File: src/dau_consts.svh
// register offsets, field positions, reset values for the converter front end
`ifndef DAU_CONSTS_SVH
`define DAU_CONSTS_SVH

// ==========================================
// register offsets, first channel
`define DAU_CH0_LOW_ADDR 8'hD2
`define DAU_CH0_HIGH_ADDR 8'hD3
`define DAU_CH0_CTRL_ADDR 8'hD4

// ==========================================
// register offsets, second channel
`define DAU_CH1_LOW_ADDR 8'hD5
`define DAU_CH1_HIGH_ADDR 8'hD6
`define DAU_CH1_CTRL_ADDR 8'hD7

// ==========================================
// control register fields
`define DAU_CTRL_ON_BIT 7
`define DAU_CTRL_SRC_HI 4
`define DAU_CTRL_SRC_LO 3
`define DAU_CTRL_FMT_HI 2
`define DAU_CTRL_FMT_LO 0
`define DAU_CTRL_WMASK 8'h9F

// ==========================================
// reset values and idle answers
`define DAU_LOW_RESET 8'h00
`define DAU_HIGH_RESET 8'h00
`define DAU_CTRL_RESET 8'h00
`define DAU_CODE_RESET 12'h000
`define DAU_UNMAPPED_READ 8'h00

`endif

File: src/dau_pkg.sv
// types shared by the converter front end
package dau_pkg;

  // ==========================================
  // update trigger encoding of the source field
  typedef enum logic [1:0] {
    DAU_SRC_WRITE = 2'b00,
    DAU_SRC_T3 = 2'b01,
    DAU_SRC_T4 = 2'b10,
    DAU_SRC_T2 = 2'b11
  } dau_src_t;

  // justification select field
  typedef logic [2:0] dau_fmt_t;

  // one register byte
  typedef logic [7:0] dau_byte_t;

  // converter input code
  typedef logic [11:0] dau_code_t;

endpackage

File: src/dau_justify.sv
// unpacks the 12-bit converter code from the two data bytes
`timescale 1ns/1ps
`include "dau_consts.svh"

module dau_justify
  import dau_pkg::*;
(
  input wire dau_byte_t low,
  input wire dau_byte_t high,
  input wire dau_fmt_t fmt,
  output dau_code_t code
);

  // ==========================================
  // format decode, top bit overrides the rest
  always_comb begin
    code = `DAU_CODE_RESET;
    if (fmt[2]) begin
      code = {high, low[7:4]}; // RQ13
    end else begin
      unique case (fmt[1:0])
        2'b00: code = {high[3:0], low}; // RQ9
        2'b01: code = {high[4:0], low[7:1]}; // RQ10
        2'b10: code = {high[5:0], low[7:2]}; // RQ11
        2'b11: code = {high[6:0], low[7:3]}; // RQ12
      endcase
    end
  end

endmodule

File: src/dau_top.sv
// two-channel converter front end: data and control registers, update trigger, latch
`timescale 1ns/1ps
`include "dau_consts.svh"

// How it works
// RQ1 - each channel latches an unsigned 12-bit code, 0x000 to 0xFFF, for the converter
// RQ2 - control bit 7 switches the channel on; zero means low-power shutdown
// RQ3 - while switched off the output enable line stays inactive
// RQ4 - reading the low byte returns the last value written, not the latch
// RQ5 - reading the high byte returns the high-byte input latch
// RQ6 - control bits 4:3 pick trigger: high write, timer 3, timer 4, timer 2
// RQ7 - in write mode a low write is held until the next high write
// RQ8 - in timer mode both bytes are held and copied on the chosen overflow
// RQ9 - format 000: high bits 3:0 above the whole low byte
// RQ10 - format 001: high bits 4:0 above low bits 7:1
// RQ11 - format 010: high bits 5:0 above low bits 7:2
// RQ12 - format 011: high bits 6:0 above low bits 7:3
// RQ13 - format 1xx: whole high byte above low bits 7:4
// RQ14 - control bits 6:5 read as zero and ignore writes
// RQ15 - a second channel behaves identically with its own registers
// RQ16 - software writes low byte first, then high byte, for full resolution
// RQ17 - for 8-bit use software loads the low byte once, then high only
// RQ18 - a timer mode reacts only to its own timer, not to high writes
// RQ19 - switching off keeps the data registers and the latched code
module dau_top
  import dau_pkg::*;
#(
  parameter int NUM_CH = 2
)
(
  input wire logic CLK,
  input wire logic RESET,
  input wire logic [7:0] ADDR,
  input wire logic [7:0] WDATA,
  input wire logic WE,
  input wire logic RE,
  output logic [7:0] RDATA,
  input wire logic T2_OVF,
  input wire logic T3_OVF,
  input wire logic T4_OVF,
  output logic [11:0] CONV0_CODE,
  output logic CONV0_OUT_EN,
  output logic CONV0_POWER_ON,
  output logic CONV0_UPDATED,
  output logic [11:0] CONV1_CODE,
  output logic CONV1_OUT_EN,
  output logic CONV1_POWER_ON,
  output logic CONV1_UPDATED
);

  // ==========================================
  // per-channel storage
  dau_byte_t low_hold [NUM_CH];
  dau_byte_t high_hold [NUM_CH];
  dau_byte_t high_latch [NUM_CH];
  dau_byte_t ctrl [NUM_CH];
  dau_code_t code [NUM_CH];
  logic [NUM_CH-1:0] updated;

  // per-channel decode and trigger terms
  logic [NUM_CH-1:0] wr_low;
  logic [NUM_CH-1:0] wr_high;
  logic [NUM_CH-1:0] wr_ctrl;
  logic [NUM_CH-1:0] hit_low;
  logic [NUM_CH-1:0] hit_high;
  logic [NUM_CH-1:0] hit_ctrl;
  logic [NUM_CH-1:0] trigger;
  dau_byte_t src_low [NUM_CH];
  dau_byte_t src_high [NUM_CH];
  dau_code_t next_code [NUM_CH];
  dau_byte_t read_value [NUM_CH];
  logic [NUM_CH-1:0] read_hit;

  // ==========================================
  // channel slices, one per converter
  generate
    for (genvar ch = 0; ch < NUM_CH; ch++) begin : g_ch // RQ15
      localparam logic [7:0] LOW_ADDR =
        (ch == 0) ? `DAU_CH0_LOW_ADDR : `DAU_CH1_LOW_ADDR;
      localparam logic [7:0] HIGH_ADDR =
        (ch == 0) ? `DAU_CH0_HIGH_ADDR : `DAU_CH1_HIGH_ADDR;
      localparam logic [7:0] CTRL_ADDR =
        (ch == 0) ? `DAU_CH0_CTRL_ADDR : `DAU_CH1_CTRL_ADDR;

      dau_src_t src_sel;
      dau_fmt_t fmt_sel;

      // address decode for this channel
      assign hit_low[ch] = (ADDR == LOW_ADDR);
      assign hit_high[ch] = (ADDR == HIGH_ADDR);
      assign hit_ctrl[ch] = (ADDR == CTRL_ADDR);
      assign wr_low[ch] = WE && hit_low[ch];
      assign wr_high[ch] = WE && hit_high[ch];
      assign wr_ctrl[ch] = WE && hit_ctrl[ch];

      // control fields as typed values
      assign src_sel = dau_src_t'(ctrl[ch][`DAU_CTRL_SRC_HI:`DAU_CTRL_SRC_LO]);
      assign fmt_sel = ctrl[ch][`DAU_CTRL_FMT_HI:`DAU_CTRL_FMT_LO];

      // update trigger chosen by the source field
      always_comb begin
        trigger[ch] = 1'b0;
        unique case (src_sel) // RQ6
          DAU_SRC_WRITE: trigger[ch] = wr_high[ch]; // RQ7
          DAU_SRC_T3: trigger[ch] = T3_OVF; // RQ18
          DAU_SRC_T4: trigger[ch] = T4_OVF; // RQ18
          DAU_SRC_T2: trigger[ch] = T2_OVF; // RQ18
        endcase
      end

      // bytes handed to the latch; a same-cycle write is included
      assign src_low[ch] = wr_low[ch] ? WDATA : low_hold[ch];
      assign src_high[ch] = wr_high[ch] ? WDATA : high_hold[ch];

      // unpack the held bytes into the code
      dau_justify u_justify (
        .low(src_low[ch]),
        .high(src_high[ch]),
        .fmt(fmt_sel),
        .code(next_code[ch])
      );

      // low byte holding register, never cleared by switching off
      always_ff @(posedge CLK) begin
        if (RESET) begin
          low_hold[ch] <= `DAU_LOW_RESET;
        end else if (wr_low[ch]) begin
          low_hold[ch] <= WDATA; // RQ4
        end
      end

      // high byte holding register
      always_ff @(posedge CLK) begin
        if (RESET) begin
          high_hold[ch] <= `DAU_HIGH_RESET;
        end else if (wr_high[ch]) begin
          high_hold[ch] <= WDATA; // RQ8
        end
      end

      // control register, unused bits forced to zero
      always_ff @(posedge CLK) begin
        if (RESET) begin
          ctrl[ch] <= `DAU_CTRL_RESET;
        end else if (wr_ctrl[ch]) begin
          ctrl[ch] <= WDATA & `DAU_CTRL_WMASK; // RQ14
        end
      end

      // input latch: high byte image and unpacked code
      always_ff @(posedge CLK) begin
        if (RESET) begin
          high_latch[ch] <= `DAU_HIGH_RESET;
          code[ch] <= `DAU_CODE_RESET;
        end else if (trigger[ch]) begin
          high_latch[ch] <= src_high[ch]; // RQ8
          code[ch] <= next_code[ch]; // RQ1
        end
      end

      // one-cycle marker after each latch update
      always_ff @(posedge CLK) begin
        if (RESET) begin
          updated[ch] <= 1'b0;
        end else begin
          updated[ch] <= trigger[ch];
        end
      end

      // read view of this channel
      always_comb begin
        read_hit[ch] = 1'b1;
        read_value[ch] = `DAU_UNMAPPED_READ;
        if (hit_low[ch]) begin
          read_value[ch] = low_hold[ch]; // RQ4
        end else if (hit_high[ch]) begin
          read_value[ch] = high_latch[ch]; // RQ5
        end else if (hit_ctrl[ch]) begin
          read_value[ch] = ctrl[ch] & `DAU_CTRL_WMASK; // RQ14
        end else begin
          read_hit[ch] = 1'b0;
        end
      end
    end
  endgenerate

  // ==========================================
  // register read port
  dau_byte_t next_rdata;

  // merge the channel read views; unmapped reads give zero
  always_comb begin
    next_rdata = `DAU_UNMAPPED_READ;
    for (int i = 0; i < NUM_CH; i++) begin
      if (read_hit[i]) begin
        next_rdata = read_value[i];
      end
    end
  end

  // read data registered, valid the cycle after the strobe
  always_ff @(posedge CLK) begin
    if (RESET) begin
      RDATA <= `DAU_UNMAPPED_READ;
    end else if (RE) begin
      RDATA <= next_rdata;
    end
  end

  // ==========================================
  // converter-facing outputs
  // code stays latched while off, so re-enabling restores it
  assign CONV0_CODE = code[0]; // RQ19
  assign CONV1_CODE = code[1]; // RQ19

  // power and output enable follow the on bit
  assign CONV0_POWER_ON = ctrl[0][`DAU_CTRL_ON_BIT]; // RQ2
  assign CONV1_POWER_ON = ctrl[1][`DAU_CTRL_ON_BIT]; // RQ2
  assign CONV0_OUT_EN = ctrl[0][`DAU_CTRL_ON_BIT]; // RQ3
  assign CONV1_OUT_EN = ctrl[1][`DAU_CTRL_ON_BIT]; // RQ3

  // update markers
  assign CONV0_UPDATED = updated[0];
  assign CONV1_UPDATED = updated[1];

endmodule

File: config.mk
export PLATFORM = sky130hd
export DESIGN_NAME = dau_top
export DESIGN_NICKNAME = d
export VERILOG_FILES = /design/src/dau_pkg.sv /design/src/dau_justify.sv /design/src/dau_top.sv
export VERILOG_INCLUDE_DIRS = /design/src
export SDC_FILE = /design/constraint.sdc
export NUM_CORES = 1
export LEC_CHECK = 0
export ABC_AREA = 1
export BUFFER_PORTS_ARGS = -buffer_cell sky130_fd_sc_hd__buf_4
export CORE_MARGIN = 5
export CORE_UTILIZATION = 25
export DETAILED_ROUTE_END_ITERATION = 10
export MAX_ROUTING_LAYER = met4
export SETUP_SLACK_MARGIN = 0.4
export SLEW_MARGIN = 20
export SYNTH_ARGS = -nofsm -noshare
export SYNTH_HDL_FRONTEND = slang
export SYNTH_SLANG_ARGS = --single-unit
export TNS_END_PERCENT = 1
File: constraint.sdc
create_clock -name CLK -period 2.18 [get_ports CLK]
set_clock_uncertainty 0.05 [all_clocks]
set_input_delay 0.109 -clock CLK [delete_from_list [all_inputs] [get_ports CLK]]
set_output_delay 0.109 -clock CLK [all_outputs]
set_load 0.005 [all_outputs]
* Word-level counts from Yosys, hierarchy flattened
Memories as Yosys holds them, arrays and structs flattened.
Cells that the tools add are included.
** Word-level totals
- Bits in registers :: 10
- Memory bits (writable) :: 84
- Input port bits :: 23
- Output and inout bits :: 38
- Logic and storage cells :: 106
- Memories :: 5
** Cells by class
- Equality and inequality tests :: 18
- Mux-type cells :: 60
- Bitwise operators :: 10
- Reductions and logical operators :: 10
** Memories
- code :: words 2, bits a word 12, rd ports 2, clocked after Yosys merged registers in 0, write ports 2, RTL line dau_top.sv:57 : dau_code_t code [NUM_CH];
- high_hold :: words 2, bits a word 8, rd ports 2, clocked after Yosys merged registers in 0, write ports 2, RTL line dau_top.sv:54 : dau_byte_t high_hold [NUM_CH];
- high_latch :: words 2, bits a word 8, rd ports 2, clocked after Yosys merged registers in 0, write ports 2, RTL line dau_top.sv:55 : dau_byte_t high_latch [NUM_CH];
- low_hold :: words 2, bits a word 8, rd ports 2, clocked after Yosys merged registers in 0, write ports 2, RTL line dau_top.sv:53 : dau_byte_t low_hold [NUM_CH];
- ctrl :: words 2, bits a word 6, rd ports 2, clocked after Yosys merged registers in 0, write ports 2, RTL line dau_top.sv:56 : dau_byte_t ctrl [NUM_CH];
** Operators with widths (number)
- 8-bit two-way mux :: 18
- 12-bit case mux with 4 select lines :: 2
- 8-bit == test, second input constant :: 6
- 12-bit two-way mux :: 4
- 1-bit two-way mux :: 32
- 2-bit == test, second input constant :: 8
- 6-bit two-way mux :: 2
- 1-bit bitwise OR :: 10
- 2-bit by 1-bit == test with 1-bit output, second input constant :: 4
- 2-bit zero test :: 4
- 1-bit case mux with 4 select lines :: 2
- 1-bit logical AND :: 6

* Depth between registers and ports, before layout
Gate-level depths: netlist (run 1).
- Depth in word-level cells :: 7
- Mapped depth :: 13
- Mapped depth without buffers :: 12

* Hierarchy
A second synthesis (run 1) with hierarchy kept.
** Unflattened totals
- Cell total of the unflattened synthesis :: 709
- Area, all modules :: 5482.8 µm²
** Modules (own cells, without submodules)
- dau_top :: instances 1, cells an instance 461, area an instance 4371.7 µm², seq. area each 2722.6 µm²
- dau_justify :: instances 2, cells an instance 124, area an instance 555.5 µm², seq. area each 0.0 µm²

* Worst setup path before layout (run 1)
OpenSTA, ideal clock, no wires.
- Path kind :: reg2reg
- From :: memory ctrl[1][3] (netlist bit)
- To :: memory code[1][0] (netlist bit), enable pin
- Setup time :: 453 ps
- Data arrival time :: 1351 ps
- Required time :: 1677 ps
- Setup slack :: 326 ps
- Cell stages (with the launch flop) :: 3
- Buffers on the path :: 0
- Clock period less this slack :: 1854 ps
- Cell sequence :: edfxtp_1 -> o21ai_0 -> nand3_1
** RTL lines (RTL line)
- start: declaration :: dau_top.sv:56
- end: declaration :: dau_top.sv:57

==> reports/metrics.yaml, run 1 <==
pwr:
  p_seq_frac: 0.511
  ir_worst_vdd_mv: 0.312
  power_frac_clock: 0.347
  pwr-share-comb: 0.142
  powerDensity_nw_per_um2: 639
  power.leakage_nw: 2.85
  power.internal_w: 0.00307
  swShare: 0.263
  power_switching_w: 0.00109
critical_path:
  critPathLaunchType: "flip-flop"
  rr_worst_depth: 8
  crit_type: "flip-flop to flip-flop"
  worst_path_max_delay_cell: "edfxtp_1"
  cp.required_ns: 2.24
  endpoint_kind: "flip-flop"
  path_cells: "inv_1, o21ai_0, nor2_1, nor2_1, a21oi_4, buf_4, o21ai_0, nor2_1"
  worst-r2r-setup-slack_ns: 0.48
  cp.arrival_ns: 1.76
  r2r_start: "ctrl[0][3]$_SDFFCE_PN0P_"
  cp_common_cell: "nor2_1"
  path_max_fanout: 12
  r2r-end: "code[0][4]$_SDFFCE_PN0P_"
  critical-path-top-delay-family: "simple AND/OR/NAND/NOR gates"
  cp_num_buf_inv: 2
  slowest_delay_ns: 0.38
sta:
  fin_crit_ns: 1.70
  slew-limit-headroom: 0.619
  rsz0062_at_grt: "true"
  finalMaxSlewViolations: 0
  finalSetupTns_ns: 0
  timing.fmax_ghz: 0.589
  fin_crit_sh: 0.779
  tightest_slew_ns: 0.571
  hold_violations: 0
  setup-violations-final: 0
routing:
  drt.antenna.violating_nets: 0
  avgViaCountPerCell: 4.81
  routedWlPerCell_microns: 16.0
  drt_wl_total_microns: 16600
  num_vias: 4998
  drtIter0Drc: 511
  drt_pass1_iterations: 6
  drc: 0
synthesis:
  yosysSeqAreaShare: 0.505
  synth_top_family_by_area: "simple AND/OR/NAND/NOR gates"
  synthCells: 689
  synthXorXnorAreaFrac: 0
  ys_types: 30
  yosys.area_share.simple: 0.346
  synth_seq_cells: 94
  synth-compound-area-share: 0.0736
  synthMuxAreaShare: 0
  ys.warnings.count: 0
  syn_area_per_cell_sq_um: 7.82
  synth_area_sq_um: 5390
  synth_fp_nets: 712
  synthAdderAreaFrac: 0
clock_network:
  hold_buffers: 0
  cts-root-buf: "clkbuf_16"
  cts_tree: "yes"
  path_clk_slew_ns: 0.06
  clk_latency_ns: 0.35
  htree_levels: 3
  clock_sinks: 94
  post_cts_buffers: 0
  clock_path_buffers: 2
  cts_buffers: 9
cells_and_area:
  n_fill_cell: 2286
  final_core_util: 0.308
  drive_above_1_share: 0.152
  finish.instance_area_sq_um: 6520
  nets: 782
  final_cell_mix: "nand2_1, nor2_1, nand3_1"
  syn2layout_area_growth_pct: 20.9
  diodes: 0
  final_common_cell: "nand2_1"
global_route:
  antenna_found_initial: 0
  grtUsageTotal: 0.139
  grt_pass1_wl_microns: 25400
  overflow: 0
  grt_pass1_vias: 4635
  grt_start_max_net_pins: 22
worst_hold_path:
  whs_endpoint: "RDATA[6]$_SDFFE_PP0P_"
  min_from: "RE"
  hold_depth: 2
  min_path_type: "input pin to flip-flop"
floorplan:
  die_height_microns: 157
  core_area_sq_um: 21200
  start_util: 0.255
  die_area_sq_um: 24600
  rows: 53
  die_w_microns: 157
  ioPinCount: 61
place:
  place_congestion: 0.941
  portBuffers: 60
  place_area_sq_um: 6250
  dpl.hpwl_microns: 12300
job:
  max_cap_violations: 0
status:
  outcome: "complete, no violations"
[metrics by stage]
step | power [W] | worst slack, ns | std cells | hold WS [ns]
global route | 0.00434 | 0.347 | 1039 | 0.0254
global placement | 0.00275 | 0.340 | 1023 | 0.377
floorplan | 0.00248 | 0.368 | 689 | 0.251
finish | 0.00416 | 0.483 | 1039 | 0.0199
detailed placement | 0.00276 | 0.320 | 1023 | 0.383
CTS | 0.00420 | 0.484 | 1039 | 0.0107
[cell usage after synthesis, drive strengths merged]
master   count  area share
o21a         7      0.0098
edfxtp      84        0.47
o221ai       4      0.0065
nand2      181        0.13
o21ai       39       0.036
nand4       18       0.021
buf         14       0.018
and2         4      0.0046
clkbuf      14      0.0098
o211ai       3      0.0042
nor3        14       0.015
a21oi       12       0.015
nor2       124       0.089
o2111ai      1      0.0016
inv         65       0.045
nand3       92       0.087
dfxtp       10       0.037
clkinv       3      0.0021
[metal layers]
metal  vias to the layer above  wire length (microns)  share of wire  global-route usage
met4                         0                    325          0.020              0.0388
li1                       2437                      -              -                   -
met2                       169                   8030           0.48               0.223
met3                        28                   1080          0.065              0.0313
met5                         -                      0              0                   -
met1                      2364                   7150           0.43               0.176
[registers in the layout, summed over array words and instances (netlist names)]
signal / flops
ctrl: 12
high_hold: 16
code: 24
low_hold: 16
high_latch: 16
CONV0_UPDATED: 1
CONV1_UPDATED: 1
RDATA: 8
[power groups by stage]
stage                     Sequential, W  Combinational [W]  Clock [W]
after floorplan                 0.00216           0.000317          0
after global placement          0.00217           0.000588          0
after detailed placement        0.00217           0.000590          0
after CTS                       0.00213           0.000591    0.00147
after global routing            0.00214           0.000649    0.00155
final                           0.00213           0.000590    0.00145
[cell type report]
class / instances / area, sq um / area share
flip-flops and latches: 94 / 2720 / 0.418
clock buffers: 12 / 236 / 0.0363
clock inverters: 4 / 22.5 / 0.00346
repair buffers: 87 / 666 / 0.102
multi-input cells: 499 / 2270 / 0.348
well taps: 275 / 344 / 0.0528
inverters: 68 / 255 / 0.0392
[what timing repair did]
| action | in CTS | in global routing |
|---|---|---|
| hold endpoints to repair | 0 | 0 |
| gates cloned | 0 | 0 |
| endpoints found under the setup margin | 4 | 19 |
| resized for setup | 1 | 1 |
[logic make-up after synthesis]
logic type,count (synthesis)
buffers and inverters,96
AO/OA/AOI/OAI,66
AND/OR/NAND/NOR,433
flip-flops,94
[worst max path at each step]
| stage | start | endpoint | slack, ns | cells after the start |
|---|---|---|---|---|
| floorplan | ctrl[0][3]$_SDFFCE_PN0P_ | code[0][0]$_SDFFCE_PN0P_ | 0.37 | 5 |
| detailed placement | ADDR[0] | low_hold[0][6]$_SDFFCE_PN0P_ | 0.32 | 7 |
| finish | ctrl[0][3]$_SDFFCE_PN0P_ | code[0][4]$_SDFFCE_PN0P_ | 0.48 | 8 |
| global route | ctrl[0][3]$_SDFFCE_PN0P_ | code[0][7]$_SDFFCE_PN0P_ | 0.35 | 8 |
| global placement | ADDR[0] | low_hold[0][6]$_SDFFCE_PN0P_ | 0.34 | 7 |
| CTS | ctrl[0][3]$_SDFFCE_PN0P_ | code[0][0]$_SDFFCE_PN0P_ | 0.48 | 8 |
(Power assumes the default switching activity.)
==> run 2: changes to the inputs <==
clock period = 1.7 ns   (was 2.18 ns; I/O delays follow)
==> run 2 against run 1 <==
Design area rose by 10%. Global-route usage grew 0.37 points. Die area unchanged. Sequential power grew 29%. Worst setup slack got worse by 0.38 ns. Non-clock buffer count up 40. Critical endpoint is now high_latch[0][7]$_SDFFCE_PN0P_. Largest power group unchanged.
==> reports/metrics.yaml, run 2 (same netlist as run 1, synthesis figures left out) <==
place:
  dpl.hpwl_microns: 12900
  portBuffers: 60
  place_area_sq_um: 6670
  placedCellCount: 1060
  place_congestion: 0.908
  pre_cts_slack_ns: -0.0960
clock_network:
  htree_levels: 3
  cts_tree: "yes"
  clock_sinks: 94
  cts_buffers: 9
  cts-root-buf: "clkbuf_16"
  path_clk_slew_ns: 0.07
  clk_latency_ns: 0.36
  clock_path_buffers: 2
critical_path:
  cp.required_ns: 1.86
  worst-r2r-setup-slack_ns: 0.11
  r2r_start: "ctrl[0][4]$_SDFFCE_PN0P_"
  worst_path_max_delay_cell: "edfxtp_1"
  critPathLaunchType: "flip-flop"
  r2r-end: "high_latch[0][7]$_SDFFCE_PN0P_"
  path_max_fanout: 8
  endpoint_kind: "flip-flop"
  rr_worst_depth: 7
  cp_num_buf_inv: 2
  path_cells: "o21ai_2, nor2_1, nor2_2, a21oi_4, buf_6, clkinvlp_4, a21oi_2"
  slowest_delay_ns: 0.50
  critical-path-top-delay-family: "flip-flops"
  crit_type: "flip-flop to flip-flop"
  cp.arrival_ns: 1.75
cells_and_area:
  fin_cells: 1080
  syn2layout_area_growth_pct: 33.5
  largest-register: "code"
  diodes: 0
  final_common_cell: "nand2_1"
  nets: 823
  drive_above_1_share: 0.242
  final_cell_mix: "nand2_1, buf_4, nor2_1"
  final_core_util: 0.340
  finish.instance_area_sq_um: 7190
  largest_reg_flops: 24
routing:
  drt_pass1_iterations: 5
  wl_met3_microns: 1140
  drt_wl_total_microns: 17100
  wl_met1_microns: 7020
  top_layer: "met4"
  routedWlPerCell_microns: 15.8
  drt.antenna.violating_nets: 0
  wl_met2_microns: 8490
  num_vias: 5141
  drc: 0
  drtIter0Drc: 466
  avgViaCountPerCell: 4.76
floorplan:
  core_area_sq_um: 21200
  die_area_sq_um: 24600
  die_w_microns: 157
  rows: 53
  start_util: 0.255
  ioPinCount: 61
  die_height_microns: 157
sta:
  tightest_slew_ns: 0.422
  setup_slack_ns: 0.106
  setup-violations-final: 0
  finalMaxSlewViolations: 0
  timing.fmax_ghz: 0.628
  slew-limit-headroom: 0.718
  fin_crit_ns: 1.59
  fin_crit_sh: 0.937
  hold_violations: 0
  rsz0062_at_grt: "true"
global_route:
  grt_pass1_wl_microns: 26200
  overflow: 0
  antenna_found_initial: 0
  grtUsageTotal: 0.142
  grt_pass1_vias: 4845
  grt_start_max_net_pins: 21
pwr:
  pwr-share-comb: 0.155
  power.internal_w: 0.00416
  swShare: 0.262
  power_frac_clock: 0.358
  p_seq_frac: 0.486
  power.leakage_nw: 3.12
  powerDensity_nw_per_um2: 784
  total_power_w: 0.00564
  ir_worst_vdd_mv: 0.393
  power_switching_w: 0.00147
worst_hold_path:
  min_from: "RESET"
  hold_depth: 4
  min_path_type: "input pin to flip-flop"
  whs_endpoint: "RDATA[7]$_SDFFE_PP0P_"
status:
  outcome: "complete, no violations"
job:
  max_cap_violations: 0
-- run 2: area by class of cell --
cell class / count / area (sq um)
repair buffers: 127 / 1090
clock inverters: 6 / 62.6
multi-input cells: 500 / 2470
inverters: 68 / 274
well taps: 275 / 344
fillers: 2207 / 14000
flip-flops and latches: 94 / 2720
clock buffers: 10 / 229
-- run 2: repair_timing --
action / in CTS / in global routing
resized for setup: 14 / 45
buffers inserted: 0 / 2
setup endpoints to repair: 83 / 138
hold buffers: 1 / 0
cloned: 1 / 0
pin swaps: 2 / 28
hold endpoints to repair: 1 / 0
-- run 2: worst max path at each step --
stage                                  start                             end  cells after the start
global route        ctrl[0][4]$_SDFFCE_PN0P_  high_latch[0][7]$_SDFFCE_PN0P_                      7
detailed placement  ctrl[0][0]$_SDFFCE_PN0P_        code[0][0]$_SDFFCE_PN0P_                      5
floorplan                            ADDR[0]        code[0][0]$_SDFFCE_PN0P_                      9
CTS                 ctrl[0][4]$_SDFFCE_PN0P_  high_latch[0][4]$_SDFFCE_PN0P_                      7
global placement    ctrl[0][0]$_SDFFCE_PN0P_        code[0][7]$_SDFFCE_PN0P_                      5
finish              ctrl[0][4]$_SDFFCE_PN0P_  high_latch[0][7]$_SDFFCE_PN0P_                      7
-- run 2: per-layer routing --
metal | track usage | vias to the layer above
met3 | 0.0288 | 34
met2 | 0.233 | 190
li1 | - | 2518
met1 | 0.174 | 2399
met4 | 0.0525 | 0
met5 | - | -
-- run 2: worst reg2reg max path, stage by stage, from the launching register on --
cell        delay, ns
edfxtp_1         0.50
o21ai_2          0.09
nor2_1           0.14
nor2_2           0.09
a21oi_4          0.18
buf_6            0.13
clkinvlp_4       0.14
a21oi_2          0.15
-- run 2: power groups by stage --
stage          clock network [W]  logic (W)  registers (W)
5_1_grt                  0.00215   0.000958        0.00276
6_report                 0.00202   0.000875        0.00274
4_1_cts                  0.00208   0.000844        0.00274
3_5_place_dp                   0   0.000824        0.00279
2_1_floorplan                  0   0.000417        0.00277
3_3_place_gp                   0   0.000823        0.00279
-- run 2: through the flow --
stage	hold WS (ns)	setup TNS, ns
6_report	0.0803	0
5_1_grt	0.110	-0.0201
4_1_cts	0.0696	0
3_5_place_dp	0.376	-1.87
3_3_place_gp	0.369	-0.907
2_1_floorplan	0.227	0
